**src/shared/dma_chan_regs.svh**
```systemverilog
// register offsets, field positions and reset values of the dma channel block
`ifndef DMA_CHAN_REGS_SVH
`define DMA_CHAN_REGS_SVH

`define NUM_CH        16
`define NUM_EXT       4

// byte addresses on the register port
`define PIN_SEL_OFS   8'h40
`define PEND_OFS      8'h44
`define IMASK_OFS     8'h48
`define EMASK_OFS     8'h4C

// channel_config_reg fields
`define F_ACTIVATE    0
`define F_BUS_SEL     1
`define F_INT_REQ     2
`define F_FLYBY       3
`define F_REQUESTOR   7:4
`define F_PRIORITY    11:8
`define F_IGNORE      14:12
`define F_SENSE       15
`define F_POLARITY    16
`define F_EARLY_ACK   17
`define F_TYPE        20:18
`define F_COUNT       31:24

// requestor numbers above the four external lines
`define RQ_HOST       4'h4
`define RQ_FILTER     4'h5

// reset values and writable bits
`define CFG_RST       32'h0000_0000
`define PIN_SEL_RST   8'h00
`define PIN_SEL_MASK  8'h03
`define MASK_RST      16'h0000

`endif

```
**src/shared/dma_chan_pkg.sv**
```systemverilog
// types shared by the dma channel block
package dma_chan_pkg;

   typedef enum logic [2:0] {
      MEM_TO_FIFO,
      FIFO_TO_MEM,
      PER_TO_FIFO,
      FIFO_TO_PER,
      MEM_TO_PER_FLY,
      PER_TO_MEM_FLY,
      TYPE_RSVD6,
      TYPE_RSVD7
   } xfer_type_t;

   typedef logic [2:0] ign_cnt_t;

endpackage

```
**src/verilog/ext_request_cond.sv**
```systemverilog
// conditioning of one external request line: sense, polarity and ignore window
`timescale 1ns/1ps
`default_nettype none

module ext_request_cond
   import dma_chan_pkg::*;
(
   input  wire logic     clk_sys,
   input  wire logic     rstn,
   input  wire logic     ce,
   input  wire logic     req_pin,
   input  wire logic     sense_edge,
   input  wire logic     pol_high,
   input  wire ign_cnt_t ignore_cycles,
   input  wire logic     consume,
   input  wire logic     early_ack,
   output logic          held,
   output logic          fresh,
   output logic          sampled
);

   logic     prev_reg;
   logic     prev_next;
   logic     held_reg;
   logic     held_next;
   ign_cnt_t cnt_reg;
   ign_cnt_t cnt_next;
   logic     level_on;

   always_comb
   begin
      level_on = (req_pin == pol_high);
      if (sense_edge)
         fresh = level_on && !prev_reg;
      else
         fresh = level_on && cnt_reg == 3'h0;
      sampled = fresh && !held_reg;
      held = held_reg;
      prev_next = level_on;
      // the grant that consumes also retires the request seen this cycle;
      // a level request latches only for the early acknowledge, so an unbound line leaves nothing stale
      held_next = consume ? 1'b0 : (held_reg || (fresh && sense_edge) || early_ack);
      if (consume || early_ack)
         cnt_next = ignore_cycles;
      else if (cnt_reg != 3'h0)
         cnt_next = cnt_reg - 3'h1;
      else
         cnt_next = cnt_reg;
   end

   always_ff @(posedge clk_sys or negedge rstn)
   begin
      if (!rstn)
      begin
         prev_reg <= 1'b0;
         held_reg <= 1'b0;
         cnt_reg <= 3'h0;
      end
      else if (ce)
      begin
         prev_reg <= prev_next;
         held_reg <= held_next;
         cnt_reg <= cnt_next;
      end
   end
endmodule

`default_nettype wire

```
**src/verilog/dma_channel_request_config.sv**
```systemverilog
// channel configuration, request handling, arbitration and status of the dma block
`timescale 1ns/1ps
`default_nettype none
`include "dma_chan_regs.svh"

module dma_channel_request_config
   import dma_chan_pkg::*;
(
   input  wire logic        clk_sys,
   input  wire logic        rstn,
   input  wire logic        ce,
   input  wire logic [7:0]  reg_addr,
   input  wire logic [31:0] reg_wdata,
   input  wire logic        reg_wr,
   input  wire logic        reg_rd,
   output logic [31:0]      reg_rdata,
   input  wire logic [3:0]  dma_request_line,
   input  wire logic        host_port_req,
   input  wire logic        filter_coprocessor_req,
   input  wire logic [1:0]  done_i,
   output logic [1:0]       done_o,
   output logic [1:0]       done_oe,
   output logic [3:0]       transfer_ack_line,
   output logic [1:0]       early_request_ack,
   output logic             grant_valid,
   output logic [3:0]       grant_channel,
   output logic             grant_bus,
   output xfer_type_t       grant_type,
   output logic             irq_pic,
   output logic             irq_host
);

   logic [31:0] cfg_reg [`NUM_CH];
   logic [31:0] cfg_next [`NUM_CH];
   logic [7:0]  pin_sel_reg, pin_sel_next;
   logic [15:0] pend_reg, pend_next;
   logic [15:0] imask_reg, imask_next;
   logic [15:0] emask_reg, emask_next;
   logic [31:0] rdata_reg, rdata_next;
   logic        gvalid_reg, gvalid_next;
   logic [3:0]  gch_reg, gch_next;
   logic        gbus_reg, gbus_next;
   xfer_type_t  gtype_reg, gtype_next;
   logic [3:0]  tack_reg, tack_next;
   logic [1:0]  eack_reg, eack_next;
   logic [1:0]  done_o_reg, done_o_next;
   logic        irq_pic_reg, irq_pic_next;
   logic        irq_host_reg, irq_host_next;

   logic [3:0]  line_sense, line_pol, line_eack_en;
   logic [3:0]  held, fresh, sampled, eack_fire;
   ign_cnt_t    line_ign [`NUM_EXT];
   logic [15:0] elig, pend_set;
   logic        found, complete;
   logic [3:0]  best_c, best_p, rq, brq, reg_idx;
   xfer_type_t  ty, best_ty;
   logic        intr, fly, preq, req, par_ok;
   logic [7:0]  cnt;
   logic [1:0]  done_mode;
   logic        higher_waiting;

   for (genvar r = 0; r < `NUM_EXT; r++)
   begin : g_line
      ext_request_cond u_cond (
         .clk_sys       (clk_sys),
         .rstn          (rstn),
         .ce            (ce),
         .req_pin       (dma_request_line[r]),
         .sense_edge    (line_sense[r]),
         .pol_high      (line_pol[r]),
         .ignore_cycles (line_ign[r]),
         .consume       (tack_next[r]),
         .early_ack     (eack_fire[r]),
         .held          (held[r]),
         .fresh         (fresh[r]),
         .sampled       (sampled[r])
      );
   end

   always_comb
   begin
      done_mode = ~pin_sel_reg[1:0];
      // a line takes its settings from the active external channel bound to it
      for (int r = 0; r < `NUM_EXT; r++)
      begin
         line_sense[r] = 1'b0;
         line_pol[r] = 1'b1;
         line_ign[r] = 3'h0;
         line_eack_en[r] = 1'b0;
         for (int c = 0; c < `NUM_CH; c++)
            if (cfg_reg[c][`F_ACTIVATE] && !cfg_reg[c][`F_INT_REQ] && cfg_reg[c][`F_REQUESTOR] == 4'(r))
            begin
               line_sense[r] = cfg_reg[c][`F_SENSE];
               line_pol[r] = cfg_reg[c][`F_POLARITY];
               line_ign[r] = cfg_reg[c][`F_IGNORE];
               // only requestors 1 and 2 own an acknowledge pin
               line_eack_en[r] = cfg_reg[c][`F_EARLY_ACK] && ((r == 1 && !done_mode[0]) || (r == 2 && !done_mode[1]));
            end
         eack_fire[r] = sampled[r] && line_eack_en[r];
      end

      found = 1'b0;
      best_c = 4'h0;
      best_p = 4'h0;
      for (int c = 0; c < `NUM_CH; c++)
      begin
         ty = xfer_type_t'(cfg_reg[c][`F_TYPE]);
         rq = cfg_reg[c][`F_REQUESTOR];
         intr = cfg_reg[c][`F_INT_REQ];
         fly = cfg_reg[c][`F_FLYBY] || ty == MEM_TO_PER_FLY || ty == PER_TO_MEM_FLY;
         if (rq < 4'h4)
            preq = line_eack_en[rq[1:0]] ? held[rq[1:0]] : (held[rq[1:0]] || fresh[rq[1:0]]);
         else if (rq == `RQ_HOST)
            preq = host_port_req;
         else
            preq = (rq == `RQ_FILTER) && filter_coprocessor_req;
         case (ty)
            MEM_TO_FIFO, FIFO_TO_MEM: req = intr;
            PER_TO_FIFO: req = intr || preq;
            FIFO_TO_PER: req = intr || preq;
            MEM_TO_PER_FLY: req = preq;
            PER_TO_MEM_FLY: req = preq;
            default: req = 1'b0;
         endcase
         if (fly && intr)
            req = 1'b0;
         if (ty == MEM_TO_FIFO || ty == PER_TO_FIFO)
            par_ok = (c % 2) == 0;
         else if (ty == FIFO_TO_MEM || ty == FIFO_TO_PER)
            par_ok = (c % 2) == 1;
         else
            par_ok = 1'b1;
         elig[c] = cfg_reg[c][`F_ACTIVATE] && req && par_ok;
         // ties go to the lowest channel number
         if (elig[c] && (!found || cfg_reg[c][`F_PRIORITY] > best_p))
         begin
            found = 1'b1;
            best_c = 4'(c);
            best_p = cfg_reg[c][`F_PRIORITY];
         end
      end

      best_ty = xfer_type_t'(cfg_reg[best_c][`F_TYPE]);
      brq = cfg_reg[best_c][`F_REQUESTOR];
      cnt = cfg_reg[best_c][`F_COUNT];
      complete = found && cnt <= 8'h01;
      cfg_next = cfg_reg;
      pend_set = 16'h0000;
      tack_next = 4'h0;
      done_o_next = 2'h0;
      gvalid_next = found;
      gch_next = best_c;
      gbus_next = cfg_reg[best_c][`F_BUS_SEL];
      gtype_next = best_ty;
      if (found)
      begin
         if (!cfg_reg[best_c][`F_INT_REQ] && brq < 4'h4)
            tack_next[brq[1:0]] = 1'b1;
         cfg_next[best_c][`F_COUNT] = complete ? 8'h00 : cnt - 8'h01;
         if (complete)
         begin
            cfg_next[best_c][`F_ACTIVATE] = 1'b0;
            pend_set[best_c] = 1'b1;
            if (!cfg_reg[best_c][`F_INT_REQ] && (brq == 4'h1 || brq == 4'h2) && done_mode[brq[1]])
               done_o_next[brq[1]] = 1'b1;
         end
      end

      // done from the peripheral ends every channel bound to its line
      for (int c = 0; c < `NUM_CH; c++)
         for (int k = 0; k < 2; k++)
            if (done_i[k] && done_mode[k] && !done_o_reg[k] && cfg_reg[c][`F_ACTIVATE] && !cfg_reg[c][`F_INT_REQ]
                && cfg_reg[c][`F_REQUESTOR] == 4'(k + 1))
            begin
               cfg_next[c][`F_ACTIVATE] = 1'b0;
               pend_set[c] = 1'b1;
            end

      reg_idx = reg_addr[5:2];
      pin_sel_next = pin_sel_reg;
      imask_next = imask_reg;
      emask_next = emask_reg;
      pend_next = pend_reg | pend_set;
      if (reg_wr && reg_addr[1:0] == 2'b00)
      begin
         // a software write overrides the hardware update of the same channel
         if (reg_addr[7:6] == 2'b00)
            cfg_next[reg_idx] = reg_wdata;
         else if (reg_addr == `PIN_SEL_OFS)
            pin_sel_next = reg_wdata[7:0] & `PIN_SEL_MASK;
         else if (reg_addr == `PEND_OFS)
            pend_next = (pend_reg & ~reg_wdata[15:0]) | pend_set;
         else if (reg_addr == `IMASK_OFS)
            imask_next = reg_wdata[15:0];
         else if (reg_addr == `EMASK_OFS)
            emask_next = reg_wdata[15:0];
      end

      rdata_next = 32'h0000_0000;
      if (reg_rd && reg_addr[1:0] == 2'b00)
      begin
         if (reg_addr[7:6] == 2'b00)
            rdata_next = cfg_reg[reg_idx];
         else if (reg_addr == `PIN_SEL_OFS)
            rdata_next = {24'h00_0000, pin_sel_reg};
         else if (reg_addr == `PEND_OFS)
            rdata_next = {16'h0000, pend_reg};
         else if (reg_addr == `IMASK_OFS)
            rdata_next = {16'h0000, imask_reg};
         else if (reg_addr == `EMASK_OFS)
            rdata_next = {16'h0000, emask_reg};
      end

      eack_next = eack_fire[2:1];
      irq_pic_next = |(pend_reg & imask_reg);
      irq_host_next = |(pend_reg & emask_reg);
   end

   always_ff @(posedge clk_sys or negedge rstn)
   begin
      if (!rstn)
      begin
         for (int c = 0; c < `NUM_CH; c++)
            cfg_reg[c] <= `CFG_RST;
         pin_sel_reg <= `PIN_SEL_RST;
         pend_reg <= 16'h0000;
         imask_reg <= `MASK_RST;
         emask_reg <= `MASK_RST;
         rdata_reg <= 32'h0000_0000;
         gvalid_reg <= 1'b0;
         gch_reg <= 4'h0;
         gbus_reg <= 1'b0;
         gtype_reg <= MEM_TO_FIFO;
         tack_reg <= 4'h0;
         eack_reg <= 2'h0;
         done_o_reg <= 2'h0;
         irq_pic_reg <= 1'b0;
         irq_host_reg <= 1'b0;
      end
      else if (ce)
      begin
         cfg_reg <= cfg_next;
         pin_sel_reg <= pin_sel_next;
         pend_reg <= pend_next;
         imask_reg <= imask_next;
         emask_reg <= emask_next;
         rdata_reg <= rdata_next;
         gvalid_reg <= gvalid_next;
         gch_reg <= gch_next;
         gbus_reg <= gbus_next;
         gtype_reg <= gtype_next;
         tack_reg <= tack_next;
         eack_reg <= eack_next;
         done_o_reg <= done_o_next;
         irq_pic_reg <= irq_pic_next;
         irq_host_reg <= irq_host_next;
      end
   end

   assign reg_rdata = rdata_reg;
   assign done_o = done_o_reg;
   assign done_oe = done_o_reg;
   assign transfer_ack_line = tack_reg;
   assign early_request_ack = eack_reg;
   assign grant_valid = gvalid_reg;
   assign grant_channel = gch_reg;
   assign grant_bus = gbus_reg;
   assign grant_type = gtype_reg;
   assign irq_pic = irq_pic_reg;
   assign irq_host = irq_host_reg;

   always_comb
   begin
      higher_waiting = 1'b0;
      for (int c = 0; c < `NUM_CH; c++)
         if (elig[c] && cfg_reg[c][`F_PRIORITY] > cfg_reg[best_c][`F_PRIORITY])
            higher_waiting = 1'b1;
   end
endmodule

`default_nettype wire

```
**config.mk**
```make
export PLATFORM = sky130hd
export DESIGN_NAME = dma_channel_request_config
export DESIGN_NICKNAME = d
export VERILOG_FILES = /design/src/shared/dma_chan_pkg.sv /design/src/verilog/ext_request_cond.sv /design/src/verilog/dma_channel_request_config.sv
export VERILOG_INCLUDE_DIRS = /design/src /design/src/shared
export SDC_FILE = /design/constraint.sdc
export NUM_CORES = 2
export LEC_CHECK = 0
export ABC_CLOCK_PERIOD_IN_PS = 90300
export BUFFER_PORTS_ARGS = -buffer_cell sky130_fd_sc_hd__clkbuf_2
export CORE_AREA = 2 2 304 231
export DETAILED_ROUTE_END_ITERATION = 6
export DIE_AREA = 0 0 306 233
export PLACE_DENSITY = 0.8
export SLEW_MARGIN = 20
export SYNTH_ARGS = -nofsm -noshare
export SYNTH_HDL_FRONTEND = slang
export SYNTH_SLANG_ARGS = --single-unit
```
**constraint.sdc**
```tcl
create_clock -name clk_sys -period 90.3 [get_ports clk_sys]
set_input_delay 9.03 -clock clk_sys [delete_from_list [all_inputs] [get_ports clk_sys]]
set_output_delay 9.03 -clock clk_sys [all_outputs]
set_load 0.03 [all_outputs]
```
==> out/qor.yml <==
syn_area_mm2: 0.0428
avgRoutedWirePerCell_um: 37.0
die_w_um: 306
cp-startpoint: "dma_request_line[2]"
path_clk_slew_ps: 60
required_ps: 90830
antenna_found_initial: 12
ys_seq_area_frac: 0.370
cpMostUsedCell: "o21ai_0"
hp-class: "reg -> reg"
reg2reg_to: "cfg_reg[128]"
final_cell_mix: "dfrtp_1 (633), mux2_2 (442), nand2_1 (374), nor2_1 (316), a21oi_1 (189)"
antenna_left: 0
power.leakage_nw: 20.3
min_period_ps: 43870
synth_fp_nets: 4369
status: "finished, violations left"
p_per_area_mw_per_mm2: 19.3
cts-root-buf: "clkbuf_16"
cts_resized: 0
worst_setup_path_start_kind: "input pin"
start_util: 0.629
holdBufCountCts: 0
r2r_slack_ps: 52210
grt_usage: 0.530
rsz0062_at_grt: "no"
critPathMaxStageDelay_ps: 840
syn_to_final_growth_pct: 8.06
clock_skew_ps: 29.5
violations: "design-rule violations"
clock-sinks: 633
synth_edf_count: 0
clock_latency_ps: 650
synth_ff_type: "dfrtp_1"
crit_path_end_kind: "register"
syn_inst: 4253
pin_count: 106
grt_max_degree: 150
fp.coreArea_mm2: 0.0680
remaining_drc_errors: 47
grt_pass1_wl_mm: 273
die_h_um: 233
route.vias.total: 41500
clock.fmax_mhz: 22.8
numPortBuffers: 105
min_from: "reg_rdata[14]"
slew-limit-headroom: 0.107
async_flop_share: 1.00
cts_made_buffers: 68
largest_reg_flops: 512
report.final.slew_viol_count: 0
drv_cap: 0
drt-total-wl_mm: 191
min_to: "reg_rdata[14]"
dr.pass1.iters: 7
cts_tree: "yes"
hold_path_depth: 2
drive_above_1_share: 0.244
ys_ff_latch: 633
crit_fanout: 25
ir_worst_vdd_mv: 0.0192
reg2reg_depth: 162
critPathSlowestCell: "o21ai_2"
setup_tns_ps: 0
htreeDepth: 3
worst_pin_slew_ps: 1330
final_hold_viol_count: 0
gr-total-overflow: 0
clockBufferDepth: 3
r2r-start: "cfg_reg[384]"
die-area_mm2: 0.0713
fin_nets: 4344
cts_setup_buffers: 0
cp.arrival_ps: 44400
ys_types: 128
final_common_cell: "dfrtp_1"
path_class: "in -> reg"
setup_viol: 0
place_congestion: 1.12
num_rows: 83
hpwlAfterDp_mm: 140
syn_avg_cell_area_um2: 10.1
grt_pass1_vias: 38300
final.period_utilization: 0.486
ys_warn_count: 0
hold_ws_ps: 476
vias_per_cell: 8.01
drtIter0Drc: 8123
[layout make-up]
type	instances	area (um2)
Antenna cell	3	7.51
Clock buffer	88	1890
Clock inverter	33	385
Fill cell	5070	21800
Inverter	126	473
Multi-Input combinational cell	3195	25200
Sequential cell	633	15800
Tap cell	892	1120
Timing Repair Buffer	204	1320
[through the flow]
step	total power [mW]	setup WS, ps	util	instance area (um2)	std cells
after CTS	0.871	47770	0.679	46200	5171
final	0.893	46430	0.679	46200	5174
after global placement	0.582	48500	0.645	43900	5050
after floorplan	0.496	53920	-	42800	4253
after global routing	0.908	44110	0.679	46200	5174
after detailed placement	0.583	47330	0.646	43900	5050
[synthesized netlist by cell type, drive strengths merged (71+ instances only)]
cell / n / area [um2]
nand2: 379 / 1460
a21oi: 196 / 1010
nand3: 104 / 536
mux4: 171 / 3850
a211oi: 94 / 716
mux2: 442 / 4980
dfrtp: 633 / 15800
nor3: 152 / 781
nor2b: 73 / 457
clkbuf: 164 / 627
o221ai: 71 / 622
buf: 130 / 664
inv: 125 / 469
o21ai: 196 / 992
nor2: 320 / 1210
[how the worst max path moves through the flow]
| stage | to | depth (start not counted) |
|---|---|---|
| 2_1_floorplan | pend_reg[15] | 162 |
| 3_3_place_gp | cfg_reg[96] | 162 |
| 3_5_place_dp | cfg_reg[187] | 159 |
| 4_1_cts | cfg_reg[187] | 159 |
| 5_1_grt | cfg_reg[96] | 162 |
| 6_report | cfg_reg[128] | 161 |
[where the power goes]
part / internal [mW] / switching [mW]
Combinational: 0.0819 / 0.173
Sequential: 0.308 / 0.0352
Clock: 0.166 / 0.130
[layer usage]
layer  GRT usage  wire, um
met1       0.713     70400
met2       0.688     72700
met3       0.264     35000
met4       0.276     12600
met5      0.0670       806
[logic make-up (layout without fill, tap and decap cells)]
family                     count (synthesis)  in the layout  synth area share
and+or+nand+nor                         1338           1338             0.158
AOI/OAI and AO/OA                       1112           1112             0.189
muxes                                    669            669             0.220
DFF                                      633            633             0.370
buffers and inverters                    425            451            0.0424
adders and majority gates                 63             63            0.0184
xor gates and xnor gates                  13             13           0.00266
other                                      0              3                 0
[critical path, delay by kind of cell]
kind	cells	cell delay [ps]
compound gates	75	18040
simple gates	47	7850
fa+ha+maj	16	4580
mux	12	3580
buf+inv	11	1160
Note: power is estimated with default switching activity, not from simulation.
